`src/rtl/link_selftest_cfg.svh`:
```
// Purpose: constants for the link output state and self-test block
// Assumes: 20 MHz ref_clk, one ref_clk cycle stands for one pixel clock period
// Notes: offsets are the register addresses on the device programming port
`ifndef LINK_SELFTEST_CFG_SVH
`define LINK_SELFTEST_CFG_SVH

`define ST_CTRL_ADDR 8'h24
`define ST_ERRCNT_ADDR 8'h25
`define ST_CTRL_RESET 8'h00
`define ST_CTRL_EN_BIT 0
`define ST_CTRL_CLK_LSB 1
`define ST_CTRL_CLK_MSB 2
`define ST_CTRL_OSC_BIT 3
`define ST_CTRL_SRC_BIT 4
`define ST_CTRL_MASK 8'h1F
`define ST_ERRCNT_MAX 8'hFF
`define PCLK_PERIOD_NS 50
`define REF_PERIOD_NS 50
`define RESULT_CYC ((`PCLK_PERIOD_NS + `REF_PERIOD_NS - 1) / `REF_PERIOD_NS)
`define DATA_W 12

`endif

```
`src/rtl/link_selftest_pkg.sv`:
```
// Purpose: shared types for the link output state and self-test block
// Assumes: constants come from link_selftest_cfg.svh
// Notes: pin groups travel as packed structs
package link_selftest_pkg;

	typedef enum logic [1:0] {
		ST_OFF = 2'b00,
		ST_START = 2'b01,
		ST_CHECK = 2'b10,
		ST_RESULT = 2'b11
	} selftest_state_e;

	// clock source picked for the self-test run
	typedef enum logic [1:0] {
		CLK_PIXEL = 2'b00,
		CLK_OSC_HIGH = 2'b01,
		CLK_OSC_LOW = 2'b10,
		CLK_RESERVED = 2'b11
	} selftest_clk_e;

	// payload width mode of the link
	typedef enum logic [1:0] {
		MODE_10BIT = 2'b00,
		MODE_12BIT_HF = 2'b01,
		MODE_12BIT_LF = 2'b10
	} link_mode_e;

	typedef struct packed {
		logic lock;
		logic status;
		logic [11:0] data;
		logic clk;
	} pin_out_s;

	typedef struct packed {
		logic lock;
		logic status;
		logic data;
		logic clk;
	} pin_oe_s;

endpackage : link_selftest_pkg

```
`src/rtl/link_output_selftest.sv`:
```
// Purpose: output pin states from lock and enables, plus self-test control
// Assumes: lock and activity come from the recovery logic, inputs synchronous
// Notes: one ref_clk cycle models a whole pixel period on the status pin
`timescale 1ns/1ps
`include "link_selftest_cfg.svh"
module link_output_selftest (
	input wire logic ref_clk,
	input wire logic sys_rst,
	input wire logic chip_enable_in,
	input wire logic output_drive_enable,
	input wire logic idle_output_state_select,
	input wire logic selftest_enable_pin,
	input wire logic [1:0] clk_sel_pins,
	input wire link_selftest_pkg::link_mode_e link_mode,
	input wire logic cdr_locked,
	input wire logic serial_active,
	input wire logic remote_in_selftest,
	input wire logic pclk_in,
	input wire logic frame_start,
	input wire logic frame_end,
	input wire logic word_valid,
	input wire logic [`DATA_W-1:0] word_in,
	input wire logic reg_wr,
	input wire logic [7:0] reg_addr,
	input wire logic [7:0] reg_wdata,
	output logic [7:0] reg_rdata,
	output link_selftest_pkg::pin_out_s pin_out,
	output link_selftest_pkg::pin_oe_s pin_oe,
	output logic remote_selftest_cmd,
	output link_selftest_pkg::selftest_clk_e selftest_clk_src,
	output logic [7:0] selftest_freq_mhz,
	output logic selftest_active
);
	link_selftest_pkg::selftest_state_e state_ff;
	link_selftest_pkg::selftest_state_e nxt_state;
	logic [7:0] ctrl_ff;
	logic [7:0] errcnt_ff;
	logic [1:0] result_cnt_ff;
	logic err_pulse_ff;
	logic locked_ff;
	logic frame_err;
	logic st_req;
	logic check_en;
	logic [1:0] clk_code;
	link_selftest_pkg::pin_out_s nxt_out;
	link_selftest_pkg::pin_oe_s nxt_oe;

	// register copy of the clock code only matters in register configuration
	function automatic link_selftest_pkg::selftest_clk_e decode_clk(input logic [1:0] code);
		unique case (code)
			2'b00: decode_clk = link_selftest_pkg::CLK_PIXEL;
			2'b01: decode_clk = link_selftest_pkg::CLK_OSC_HIGH;
			2'b10: decode_clk = link_selftest_pkg::CLK_OSC_LOW;
			2'b11: decode_clk = link_selftest_pkg::CLK_RESERVED;
		endcase
	endfunction : decode_clk

	// nominal oscillator rate in MHz, rounded down; 0 means pixel clock or reserved
	function automatic logic [7:0] osc_freq(input link_selftest_pkg::selftest_clk_e src,
		input link_selftest_pkg::link_mode_e mode, input logic from_reg);
		osc_freq = 8'h00;
		if (!from_reg)
		begin
			if (src == link_selftest_pkg::CLK_OSC_HIGH)
				osc_freq = 8'h32;
			else if (src == link_selftest_pkg::CLK_OSC_LOW)
				osc_freq = 8'h19;
		end
		else if (src == link_selftest_pkg::CLK_OSC_HIGH)
		begin
			unique case (mode)
				link_selftest_pkg::MODE_10BIT: osc_freq = 8'h64;
				link_selftest_pkg::MODE_12BIT_HF: osc_freq = 8'h4B;
				default: osc_freq = 8'h32;
			endcase
		end
		else if (src == link_selftest_pkg::CLK_OSC_LOW)
		begin
			unique case (mode)
				link_selftest_pkg::MODE_10BIT: osc_freq = 8'h32;
				link_selftest_pkg::MODE_12BIT_HF: osc_freq = 8'h25;
				default: osc_freq = 8'h19;
			endcase
		end
	endfunction : osc_freq

	// pin setup by default, control register when its source bit is set
	assign st_req = ctrl_ff[`ST_CTRL_SRC_BIT] ? ctrl_ff[`ST_CTRL_EN_BIT]
		: selftest_enable_pin;
	assign clk_code = ctrl_ff[`ST_CTRL_SRC_BIT] ? ctrl_ff[`ST_CTRL_CLK_MSB:`ST_CTRL_CLK_LSB]
		: clk_sel_pins;
	assign check_en = (state_ff == link_selftest_pkg::ST_CHECK) && st_req;

	payload_checker u_checker (
		.ref_clk(ref_clk),
		.sys_rst(sys_rst || !chip_enable_in),
		.check_en(check_en),
		.frame_start(frame_start),
		.frame_end(frame_end),
		.word_valid(word_valid),
		.word_in(word_in),
		.frame_err(frame_err)
	);

	// control register; power-down acts as a device reset
	always_ff @(posedge ref_clk)
	begin
		if (sys_rst || !chip_enable_in)
			ctrl_ff <= `ST_CTRL_RESET;
		else if (reg_wr && reg_addr == `ST_CTRL_ADDR)
			ctrl_ff <= reg_wdata & `ST_CTRL_MASK;
	end

	// registered read data; unmapped addresses read zero
	always_ff @(posedge ref_clk)
	begin
		if (sys_rst)
			reg_rdata <= 8'h00;
		else if (reg_addr == `ST_CTRL_ADDR)
			reg_rdata <= ctrl_ff;
		else if (reg_addr == `ST_ERRCNT_ADDR)
			reg_rdata <= errcnt_ff;
		else
			reg_rdata <= 8'h00;
	end

	// lock qualified by an active serial stream
	always_ff @(posedge ref_clk)
	begin
		if (sys_rst || !chip_enable_in)
			locked_ff <= 1'b0;
		else
			locked_ff <= cdr_locked && serial_active;
	end

	// self-test sequencer
	always_comb
	begin
		nxt_state = state_ff;
		unique case (state_ff)
			link_selftest_pkg::ST_OFF:
				if (st_req)
					nxt_state = link_selftest_pkg::ST_START;
			link_selftest_pkg::ST_START:
				if (!st_req)
					nxt_state = link_selftest_pkg::ST_OFF;
				else if (remote_in_selftest && locked_ff)
					nxt_state = link_selftest_pkg::ST_CHECK;
			link_selftest_pkg::ST_CHECK:
				if (!st_req)
					nxt_state = link_selftest_pkg::ST_RESULT;
			link_selftest_pkg::ST_RESULT:
				if (result_cnt_ff == 2'(`RESULT_CYC - 1))
					nxt_state = link_selftest_pkg::ST_OFF;
		endcase
	end

	always_ff @(posedge ref_clk)
	begin
		if (sys_rst || !chip_enable_in)
			state_ff <= link_selftest_pkg::ST_OFF;
		else
			state_ff <= nxt_state;
	end

	// result window length in ref_clk cycles
	always_ff @(posedge ref_clk)
	begin
		if (sys_rst || state_ff != link_selftest_pkg::ST_RESULT)
			result_cnt_ff <= 2'b00;
		else
			result_cnt_ff <= result_cnt_ff + 2'b01;
	end

	// error frame count cleared at a new session, saturating so it never wraps to pass
	always_ff @(posedge ref_clk)
	begin
		if (sys_rst || !chip_enable_in)
			errcnt_ff <= 8'h00;
		else if (state_ff == link_selftest_pkg::ST_OFF && st_req)
			errcnt_ff <= 8'h00;
		else if (frame_err && errcnt_ff != `ST_ERRCNT_MAX)
			errcnt_ff <= errcnt_ff + 8'h01;
	end

	// one cycle low per bad frame, i.e. one pixel period
	always_ff @(posedge ref_clk)
	begin
		if (sys_rst)
			err_pulse_ff <= 1'b0;
		else
			err_pulse_ff <= frame_err;
	end

	// back-channel command and run status
	always_ff @(posedge ref_clk)
	begin
		if (sys_rst || !chip_enable_in)
		begin
			remote_selftest_cmd <= 1'b0;
			selftest_active <= 1'b0;
			selftest_clk_src <= link_selftest_pkg::CLK_PIXEL;
			selftest_freq_mhz <= 8'h00;
		end
		else
		begin
			remote_selftest_cmd <= (nxt_state == link_selftest_pkg::ST_START)
				|| (nxt_state == link_selftest_pkg::ST_CHECK);
			selftest_active <= nxt_state != link_selftest_pkg::ST_OFF;
			selftest_clk_src <= decode_clk(clk_code);
			selftest_freq_mhz <= osc_freq(decode_clk(clk_code), link_mode,
				ctrl_ff[`ST_CTRL_SRC_BIT]);
		end
	end

	// output state table; self-test owns the status pin in its check and result states
	always_comb
	begin
		nxt_out = '0;
		nxt_oe = '0;
		if (chip_enable_in)
		begin
			nxt_out.lock = locked_ff;
			nxt_oe.lock = output_drive_enable || locked_ff;
			if (!output_drive_enable)
			begin
				nxt_oe.status = !idle_output_state_select;
				nxt_oe.data = !idle_output_state_select;
				nxt_oe.clk = !idle_output_state_select;
			end
			else
			begin
				nxt_oe = '{lock: 1'b1, status: 1'b1, data: 1'b1, clk: 1'b1};
				if (!locked_ff)
				begin
					nxt_out.clk = !idle_output_state_select && ctrl_ff[`ST_CTRL_OSC_BIT]
						&& !pin_out.clk;
					nxt_out.status = idle_output_state_select && pin_out.status;
				end
				else if (idle_output_state_select)
				begin
					nxt_out.status = 1'b1;
					nxt_out.data = word_in;
					nxt_out.clk = pclk_in;
				end
			end
			// self-test status overrides the idle states in the check and result states
			if (state_ff == link_selftest_pkg::ST_CHECK)
			begin
				nxt_oe.status = 1'b1;
				nxt_out.status = !err_pulse_ff;
			end
			else if (state_ff == link_selftest_pkg::ST_RESULT)
			begin
				nxt_oe.status = 1'b1;
				nxt_out.status = errcnt_ff == 8'h00;
			end
		end
	end

	// all pins registered; chip enable low releases everything
	always_ff @(posedge ref_clk)
	begin
		if (sys_rst)
		begin
			pin_out <= '0;
			pin_oe <= '0;
		end
		else
		begin
			pin_out <= nxt_out;
			pin_oe <= nxt_oe;
		end
	end
endmodule : link_output_selftest

```
`src/rtl/payload_checker.sv`:
```
// Purpose: compares received payload with the expected test pattern per frame
// Assumes: pattern is a word count restarting at each frame start
// Notes: one error pulse per bad frame, raised at the frame end
`timescale 1ns/1ps
`include "link_selftest_cfg.svh"
module payload_checker (
	input wire logic ref_clk,
	input wire logic sys_rst,
	input wire logic check_en,
	input wire logic frame_start,
	input wire logic frame_end,
	input wire logic word_valid,
	input wire logic [`DATA_W-1:0] word_in,
	output logic frame_err
);
	logic [`DATA_W-1:0] expect_ff;
	logic [`DATA_W-1:0] exp_word;
	logic bad_ff;
	logic word_bad;

	// the first word of a frame is compared against zero, not the old count
	assign exp_word = frame_start ? '0 : expect_ff;
	// any differing bit marks the word
	assign word_bad = word_valid && (word_in != exp_word);

	// expected pattern restarts with each frame
	always_ff @(posedge ref_clk)
	begin
		if (sys_rst)
			expect_ff <= '0;
		else if (word_valid)
			expect_ff <= exp_word + `DATA_W'(1);
	end

	// sticky error within the frame; a bad first or last word still counts
	always_ff @(posedge ref_clk)
	begin
		if (sys_rst || !check_en || frame_end)
			bad_ff <= 1'b0;
		else if (frame_start)
			bad_ff <= word_bad;
		else if (word_bad)
			bad_ff <= 1'b1;
	end

	// each frame yields its own pulse so back to back errors stay countable
	always_ff @(posedge ref_clk)
	begin
		if (sys_rst)
			frame_err <= 1'b0;
		else
			frame_err <= check_en && frame_end && ((bad_ff && !frame_start) || word_bad);
	end
endmodule : payload_checker

```
`config.mk`:
```
export PLATFORM = sky130hd
export DESIGN_NAME = link_output_selftest
export DESIGN_NICKNAME = d
export VERILOG_FILES = /design/src/rtl/link_selftest_pkg.sv /design/src/rtl/link_output_selftest.sv /design/src/rtl/payload_checker.sv
export VERILOG_INCLUDE_DIRS = /design/src /design/src/rtl
export SDC_FILE = /design/constraint.sdc
export NUM_CORES = 1
export LEC_CHECK = 0
export BUFFER_PORTS_ARGS = -buffer_cell sky130_fd_sc_hd__buf_4
export CAP_MARGIN = 20
export CORE_MARGIN = 1.5
export CORE_UTILIZATION = 40
export CTS_CLUSTER_DIAMETER = 150
export DETAILED_ROUTE_END_ITERATION = 8
export SYNTH_ARGS = -nofsm -noshare
export SYNTH_HDL_FRONTEND = slang
export SYNTH_SLANG_ARGS = --single-unit
export TNS_END_PERCENT = 20
```
`constraint.sdc`:
```
create_clock -name ref_clk -period 4.55 [get_ports ref_clk]
set_clock_uncertainty 0.1 [all_clocks]
set_input_delay 0.91 -clock ref_clk [delete_from_list [all_inputs] [get_ports ref_clk]]
set_output_delay 0.91 -clock ref_clk [all_outputs]
set_load 0.01 [all_outputs]
```
==> impl_results.md, run 1 <==
- Syn_area_per_cell: 9.120 um^2
- Syn_nets: 389
- Cell depth of the worst flop-to-flop path: 5
- Fmax: ~0.5 GHz
- Routability cong.: 0.8062
- Routed vias/inst: 4.990
- Initial Util: roughly two fifths
- Vias in the first global route: 2282
- Worst setup path startpoint: frame_start
- Root Driver: clkbuf_8
- Clock transition at path regs: 0.08 ns
- Core Area: 7331 um^2
- Max Cap Violations: 0
- Cell breakdown of the critical path: buf_4 > nor2b_1 > ha_1 > and4_1 > nand4_1 > xnor2_1 > nor2_1
- Max Slew Vio Count: 0
- Max clock buf depth: 2
- P&R area growth vs syn: 29.36%
- First-pass GRT wire length: 10980 um
- Layout cell share with drive strength beyond 1: between 20% and 30%
- Critical path's top delay family: simple AND/OR/NAND/NOR gates
- Fin. Hold Viols: 0
- Clk_lat worst skew: 0.34 ns
- Initial antenna violation count: 0
- Top-Level Pins: 85
- Drt first pass iters: 4
- CTS Sinks: 70
- Worst setup path end: u_checker.expect_ff[10]
- Status: finished, final reports clean
- Startpoint Class: primary input
- Overall routing resource usage: 17.00%
- FFs w/ async S/R, synth: 0%
- PostCTS Resize Cnt: 0
- Yosys Warn Count: 0
- Routed wire length: 6768 um
- Worst EP required: 4.66 ns
- Worst slew margin: between 50% and 60%
- Seq/Total Area, Yosys: 45.73%
- Die H: 90.53 um
- Initial drt markers: 83
- Finished Cell Area: 3964 um^2
- Levels on crit path: 7
- Worst hold path class: reg -> reg
- Post-CTS Setup Bufs: 0
- Nets: 468
- Crit path time final: a little over 2 ns
- Avg WL per Cell: 13.04 um
- Area taken by multi-input logic gates: 1549 um^2
- CTS tree: yes
- Total CTS buffers: 9
- Endpoints failing setup: 0
- Die X: roughly 91 um
- ANT nets after route: 0
- Drt drc: 0
- Setup TNS: 0 ns
- VDD IR max: about 0.25 mV
- Reg-to-reg endpoint: remote_selftest_cmd
- R2R setup slack: 2.51 ns
- Kind of critical path: in -> reg
- FILL cells: 668
- Rows: 31
- Cells after Synth: 336
- #FFs+latches synth: 70
- Unrepaired setup endpoints after global routing: no
- Worst r2r src: ctrl_ff[4]
- Post-synth EDFFs: 0
- Diode count: 0
- Placed Area: around 3700 um^2
- Buf+Inv Stages, Crit Path: 1
- Worst path slowest cell: and4_1
- Final Cycle Share: approximately 45%
- # hold bufs at CTS: 0
- Reg area: 1401 um^2
- H-Tree Depth: 3
- Top FF cell, synth: dfxtp_1
- Gr ovfl total: 0
- Tightest Pin Transition: 0.6882 ns
- Largest net degree at the start of global routing: 34
- Crit end category: flip-flop
- Leak: 0.001652 uW
- Die ar.: approximately 8000 um^2
- Post-Synthesis Cell Area: 3064 um^2
- Number of port buffers: 80
- Routed via count: 2590
- Synth unique cells: 54
- Power density over cell area: 323.0 nW/um^2
- Critical Path AT: 2.15 ns
- Detail Placement HPWL: 4870 um
- Max stage delay on crit path: 0.28 ns
- Crit Path Max Fanout: 28
==> placed cells by master (no fill, tap or decap), types with 2 or more instances in the layout <==
master     netlist  layout
dfxtp_1         70      70
nand3b_1         2       2
nand4_1          4       4
and2_1          18      18
inv_1           11      11
nand2b_1         2       2
nor4bb_1         2       2
and4_1           2       2
nor2_1          49      49
a22o_1           5       5
a32oi_1          4       4
o21ai_2          2       2
nor3_1           8       8
clkbuf_8         0      11
o21bai_1         2       2
a22oi_1          3       3
and3_1           4       4
nor4b_1          6       6
bufinv_16        0       2
a31oi_1          4       4
nor3b_1          3       3
mux2i_1         11      11
o21ai_0         12      12
nand3_1          5       5
nand4b_1         5       5
xnor2_1         13      13
a21oi_1         11      11
or2_2            2       2
nor2b_1          6       6
a211oi_1         4       4
ha_1             7       7
xor2_1           6       6
nand2_1         22      22
buf_4            2      82
==> synthesized netlist by cell type (3+ instances only) <==
| cell | number | area [um^2] |
|---|---|---|
| and2_1 | 18 | 112.6 |
| a32oi_1 | 4 | 35.03 |
| a211oi_1 | 4 | 30.03 |
| nor4b_1 | 6 | 52.55 |
| a22oi_1 | 3 | 22.52 |
| xor2_1 | 6 | 52.55 |
| a21oi_1 | 11 | 55.05 |
| xnor2_1 | 13 | 113.9 |
| ha_1 | 7 | 87.58 |
| nand3_1 | 5 | 25.02 |
| nor2_1 | 49 | 183.9 |
| a31oi_1 | 4 | 25.02 |
| nand4_1 | 4 | 25.02 |
| nor3_1 | 8 | 40.04 |
| nor3b_1 | 3 | 22.52 |
| clkbuf_1 | 8 | 30.03 |
| nor2b_1 | 6 | 37.54 |
| and3_1 | 4 | 25.02 |
| inv_1 | 11 | 41.29 |
| o21ai_0 | 12 | 60.06 |
| nand2_1 | 22 | 82.58 |
| nand4b_1 | 5 | 43.79 |
| dfxtp_1 | 70 | 1401 |
| mux2i_1 | 11 | 110.1 |
| a22o_1 | 5 | 43.79 |
==> cell families (layout without fill, tap and decap cells) <==
family	Yosys count	in the layout	share of synthesized area, %
AND/OR/NAND/NOR	149	149	26.79
adder cells (fa/ha/maj)	7	7	2.858
other	1	1	0.1224
AO/OA/AOI/OAI	54	54	11.76
multiplexers	11	11	3.593
XOR/XNOR	19	19	5.431
flip-flops	70	70	45.73
buffers and inverters	25	109	3.716
==> registers in the layout, indices dropped and copies added (netlist names), 2 cells and up <==
| register | count |
|---|---|
| selftest_freq_mhz | 7 |
| pin_out | 15 |
| errcnt_ff | 8 |
| result_cnt_ff | 2 |
| pin_oe | 3 |
| ctrl_ff | 5 |
| selftest_clk_src | 2 |
| u_checker.expect_ff | 12 |
| state_ff | 2 |
| reg_rdata | 8 |
==> where the power goes <==
part           switching (uW)  total [uW]  internal [uW]  leakage, uW
Sequential               3.33         621            618     0.000566
Combinational            42.8        88.1           45.3     0.000971
Clock                     233         571            339     0.000116
==> layer usage <==
metal,up-vias,global-route usage [%],wire length (um)
met2,57,25.13,3105
li1,1325,-,-
met3,6,6.313,304
met4,0,6.349,85
met1,1202,22.45,3272
met5,-,0,0
==> through the flow <==
step | util (%) | hold WS (ns) | worst slack [ns] | std cells | total power, uW
CTS | 54.07 | 0.3236 | 2.479 | 519 | 1298
global placement | 50.90 | 0.3066 | 2.193 | 503 | 723.0
floorplan | - | 0.2981 | 2.250 | 336 | 675.0
detailed placement | 50.90 | 0.3127 | 2.178 | 503 | 723.5
global route | 54.07 | 0.3536 | 2.376 | 519 | 1337
finish | 54.07 | 0.3233 | 2.512 | 519 | 1280
==> worst min path at each step <==
stage | start | to | cells past startpoint
final | result_cnt_ff[0] | result_cnt_ff[0] | 1
after global placement | result_cnt_ff[0] | result_cnt_ff[0] | 1
after detailed placement | result_cnt_ff[0] | result_cnt_ff[0] | 1
after floorplan | result_cnt_ff[0] | result_cnt_ff[0] | 1
after global routing | result_cnt_ff[0] | result_cnt_ff[0] | 1
after CTS | result_cnt_ff[0] | result_cnt_ff[0] | 1
==> final cells by class <==
cell class                 instances  share of cell area, %
clock buffer                      11                  3.819
tap                               99                  3.125
timing repair buffer              82                  15.53
sequential                        70                  35.35
clock inverter                     5                  2.052
multi-input combinational        241                  39.08
inverter                          11                  1.042
No activity file was read; power rests on OpenSTA's default activity.
==> inputs of run 2 (changes only) <==
--- a/config.mk
+++ b/config.mk
@@ -6,12 +6,14 @@
 export SDC_FILE = /design/constraint.sdc
 export NUM_CORES = 1
 export LEC_CHECK = 0
+export ABC_AREA = 1
 export BUFFER_PORTS_ARGS = -buffer_cell sky130_fd_sc_hd__buf_4
 export CAP_MARGIN = 20
 export CORE_MARGIN = 1.5
 export CORE_UTILIZATION = 40
 export CTS_CLUSTER_DIAMETER = 150
 export DETAILED_ROUTE_END_ITERATION = 8
+export PLACE_DENSITY = 0.66
 export SYNTH_ARGS = -nofsm -noshare
 export SYNTH_HDL_FRONTEND = slang
 export SYNTH_SLANG_ARGS = --single-unit
==> constraint.sdc (replaced) <==
create_clock -name ref_clk -period 1.8 [get_ports ref_clk]
set_clock_uncertainty 0.1 [all_clocks]
set_input_delay 0.36 -clock ref_clk [delete_from_list [all_inputs] [get_ports ref_clk]]
set_output_delay 0.36 -clock ref_clk [all_outputs]
set_load 0.01 [all_outputs]
==> impl_results.md, run 2 <==
- Status: finished, final reports clean
- Seq/Total Area, Yosys: 45.55%
- Kind of critical path: reg -> reg
- Max Cap Violations: 0
- Cell mode on critical path: inv_1
- Critical Path AT: roughly 1.9 ns
- Routed wire length: 7383 um
- Detail Placement HPWL: 5572 um
- Fmax: 0.5831 GHz
- Routed via count: 2945
- Clock transition at path regs: 0.08 ns
- Worst EP required: a little under 2 ns
- Fin. Hold Viols: 0
- Top-Level Pins: 85
- Worst path slowest cell: dfxtp_1
- Routability cong.: approximately 0.86
- Leak: 0.001841 uW
- FILL cells: 710
- Number of port buffers: 80
- Area leader, netlist: dfxtp_1
- P&R area growth vs syn: 32.61%
- Gr ovfl total: 0
- Core Area: around 7300 um^2
- FFs w/ async S/R, synth: 0%
- Endpoints failing setup: 0
- Busiest grt layer: met2
- H-Tree Depth: 3
- Max clock buf depth: 2
- ANT nets after route: 0
- Rows: 31
- Post-CTS Setup Bufs: 0
- Reg area: 1401 um^2
- Leading cell type in the layout, fill and taps excluded: buf_4
- Cells after Synth: approximately 430
- Initial antenna violation count: 0
- Max FFs per register: 15
- Vias in the first global route: between 2000 and 3000
- Biggest regs: pin_out x15, u_checker.expect_ff x12
- Most flop-heavy register: pin_out
- Power density over cell area: 825.5 nW/um^2
- Yosys top cell area share: 45.55%
- Nets: around 570
- Worst hold path class: in -> reg
- Max Slew Vio Count: 0
- First-pass GRT wire length: 12100 um
- Largest net degree at the start of global routing: 21
- Max stage delay on crit path: 0.33 ns
- Fin util: between 50% and 60%
- Synth cell count leaders: nand2_1, dfxtp_1, inv_1
- Area taken by multi-input logic gates: 1375 um^2
- Top cells by area, synth: dfxtp_1, nand2_1, inv_1, nor2_1, a21oi_1
- #FFs+latches synth: 70
- Layout cell share with drive strength beyond 1: 23.99%
- Hold slack final: 0.1211 ns
- Initial drt markers: 140
- CTS tree: yes
- Initial Util: 41.97%
- Met2 Use GR: between 20 and 30%
- Syn_nets: 479
- PnR Total Power: 3368 uW
- Most frequent cells in the layout: buf_4, nand2_1, dfxtp_1, inv_1, nor2_1
- Root Driver: clkbuf_8
- Crit path time final: between 1.5 and 2 ns
- Overall routing resource usage: 18.39%
- Die ar.: approximately 8200 um^2
- Routed vias/inst: between 4 and 5
- Startpoint Class: flip-flop
- VDD IR max: approximately 0.4 mV
- Met1 usage: 24.41%
- Unrepaired setup endpoints after global routing: yes
- Drt first pass iters: 4
- Avg WL per Cell: 11.91 um
- Post-synth EDFFs: 0
- Crit end category: flip-flop
- Top FF cell, synth: dfxtp_1
- Clk_lat worst skew: 0.34 ns
- Crit Path Max Fanout: 5
- Cell breakdown of the critical path: inv_1 > or2_2 > o21ai_2 > inv_1 > ha_2 > nor2_4 > inv_1 > o21ai_0 > a21oi_1 > nor2_1
- Drt drc: 0
- CTS Sinks: 70
- # hold bufs at CTS: 0
- Die X: roughly 91 um
- Die H: 90.70 um
- Synth unique cells: 38
- Final Cycle Share: approximately 95%
- Diode count: 0
- Count leader, synth: nand2_1
- Total CTS buffers: 9
- Syn_area_per_cell: 7.222 um^2
- M3 GR Usage: 3.788%
- Post-Synthesis Cell Area: 3077 um^2
- Yosys Warn Count: 0
-- run 2: changes by cell type in the layout (fill, tap and decap cells not counted), sizes merged, moves of 10 or more --
cell   before  now
xnor2      13    2
nand3       5   27
o21ai      15   29
nand2      22   89
mux2i      11    1
nor2       49   61
and2       18    0
inv        11   67
a21oi      11   32
-- run 2: cell type report --
type | instances | share of cell area, %
Multi-Input combinational cell | 277 | 33.70
Clock inverter | 5 | 2.607
Tap cell | 99 | 3.036
Inverter | 68 | 6.286
Timing Repair Buffer | 90 | 16.56
Sequential cell | 70 | 34.35
Clock buffer | 11 | 3.465
-- run 2: final timing paths --
path	start	slack, ns	endpoint	cells past startpoint
worst max register to register	ctrl_ff[4]	0.08	selftest_freq_mhz[3]	10
worst max-delay path	ctrl_ff[4]	0.08	selftest_freq_mhz[3]	10
worst min register to register	result_cnt_ff[0]	0.33	result_cnt_ff[0]	1
worst min-delay path	link_mode[1]	0.12	selftest_freq_mhz[6]	2
-- run 2: power by group --
part	switching [uW]	internal [uW]	leakage (uW)
logic	128	115	0.00116
clock network	594	961	0.000120
registers	6.97	1560	0.000566
-- run 2: cells by family after synthesis --
family                     share of synthesized area [%]
DFF                                                45.55
and+or+nand+nor                                    27.29
buffers and inverters                              10.69
adders and majority gates                          2.847
other                                             0.1219
xor gates and xnor gates                          0.8542
muxes                                             0.3253
AOI/OAI and AO/OA                                  12.32
-- run 2: timing repair --
item	4_1_cts	5_1_grt
cloned	0	0
pin swaps	0	4
resized for setup	2	10
endpoints found under the setup margin	2	6
-- run 2: per-layer routing --
| layer | part of all wire, % | vias up |
|---|---|---|
| li1 | - | 1528 |
| met1 | 48 | 1313 |
| met2 | 45 | 91 |
| met3 | 5.2 | 13 |
| met4 | 2.0 | 0 |
| met5 | 0 | - |
-- run 2: critical path: cells and delay by family, from the launching register on --
family,cells,cell delay (ns)
adder cells (fa/ha/maj),1,0.22
AND/OR/NAND/NOR,3,0.50
buffers and inverters,3,0.18
AO/OA/AOI/OAI,3,0.31
flip-flops,1,0.33
-- run 2: per-stage QoR --
step                instances   TNS (ns)  setup WS, ns  cell area, um^2
finish                    620          0       0.08497             4080
global route              620  -0.005203     -0.005203             4080
CTS                       620          0      0.008649             4059
detailed placement        604   -0.03572      -0.02583             3807
floorplan                 426   -0.04388      -0.02396             3083
global placement          604          0       0.01116             3807
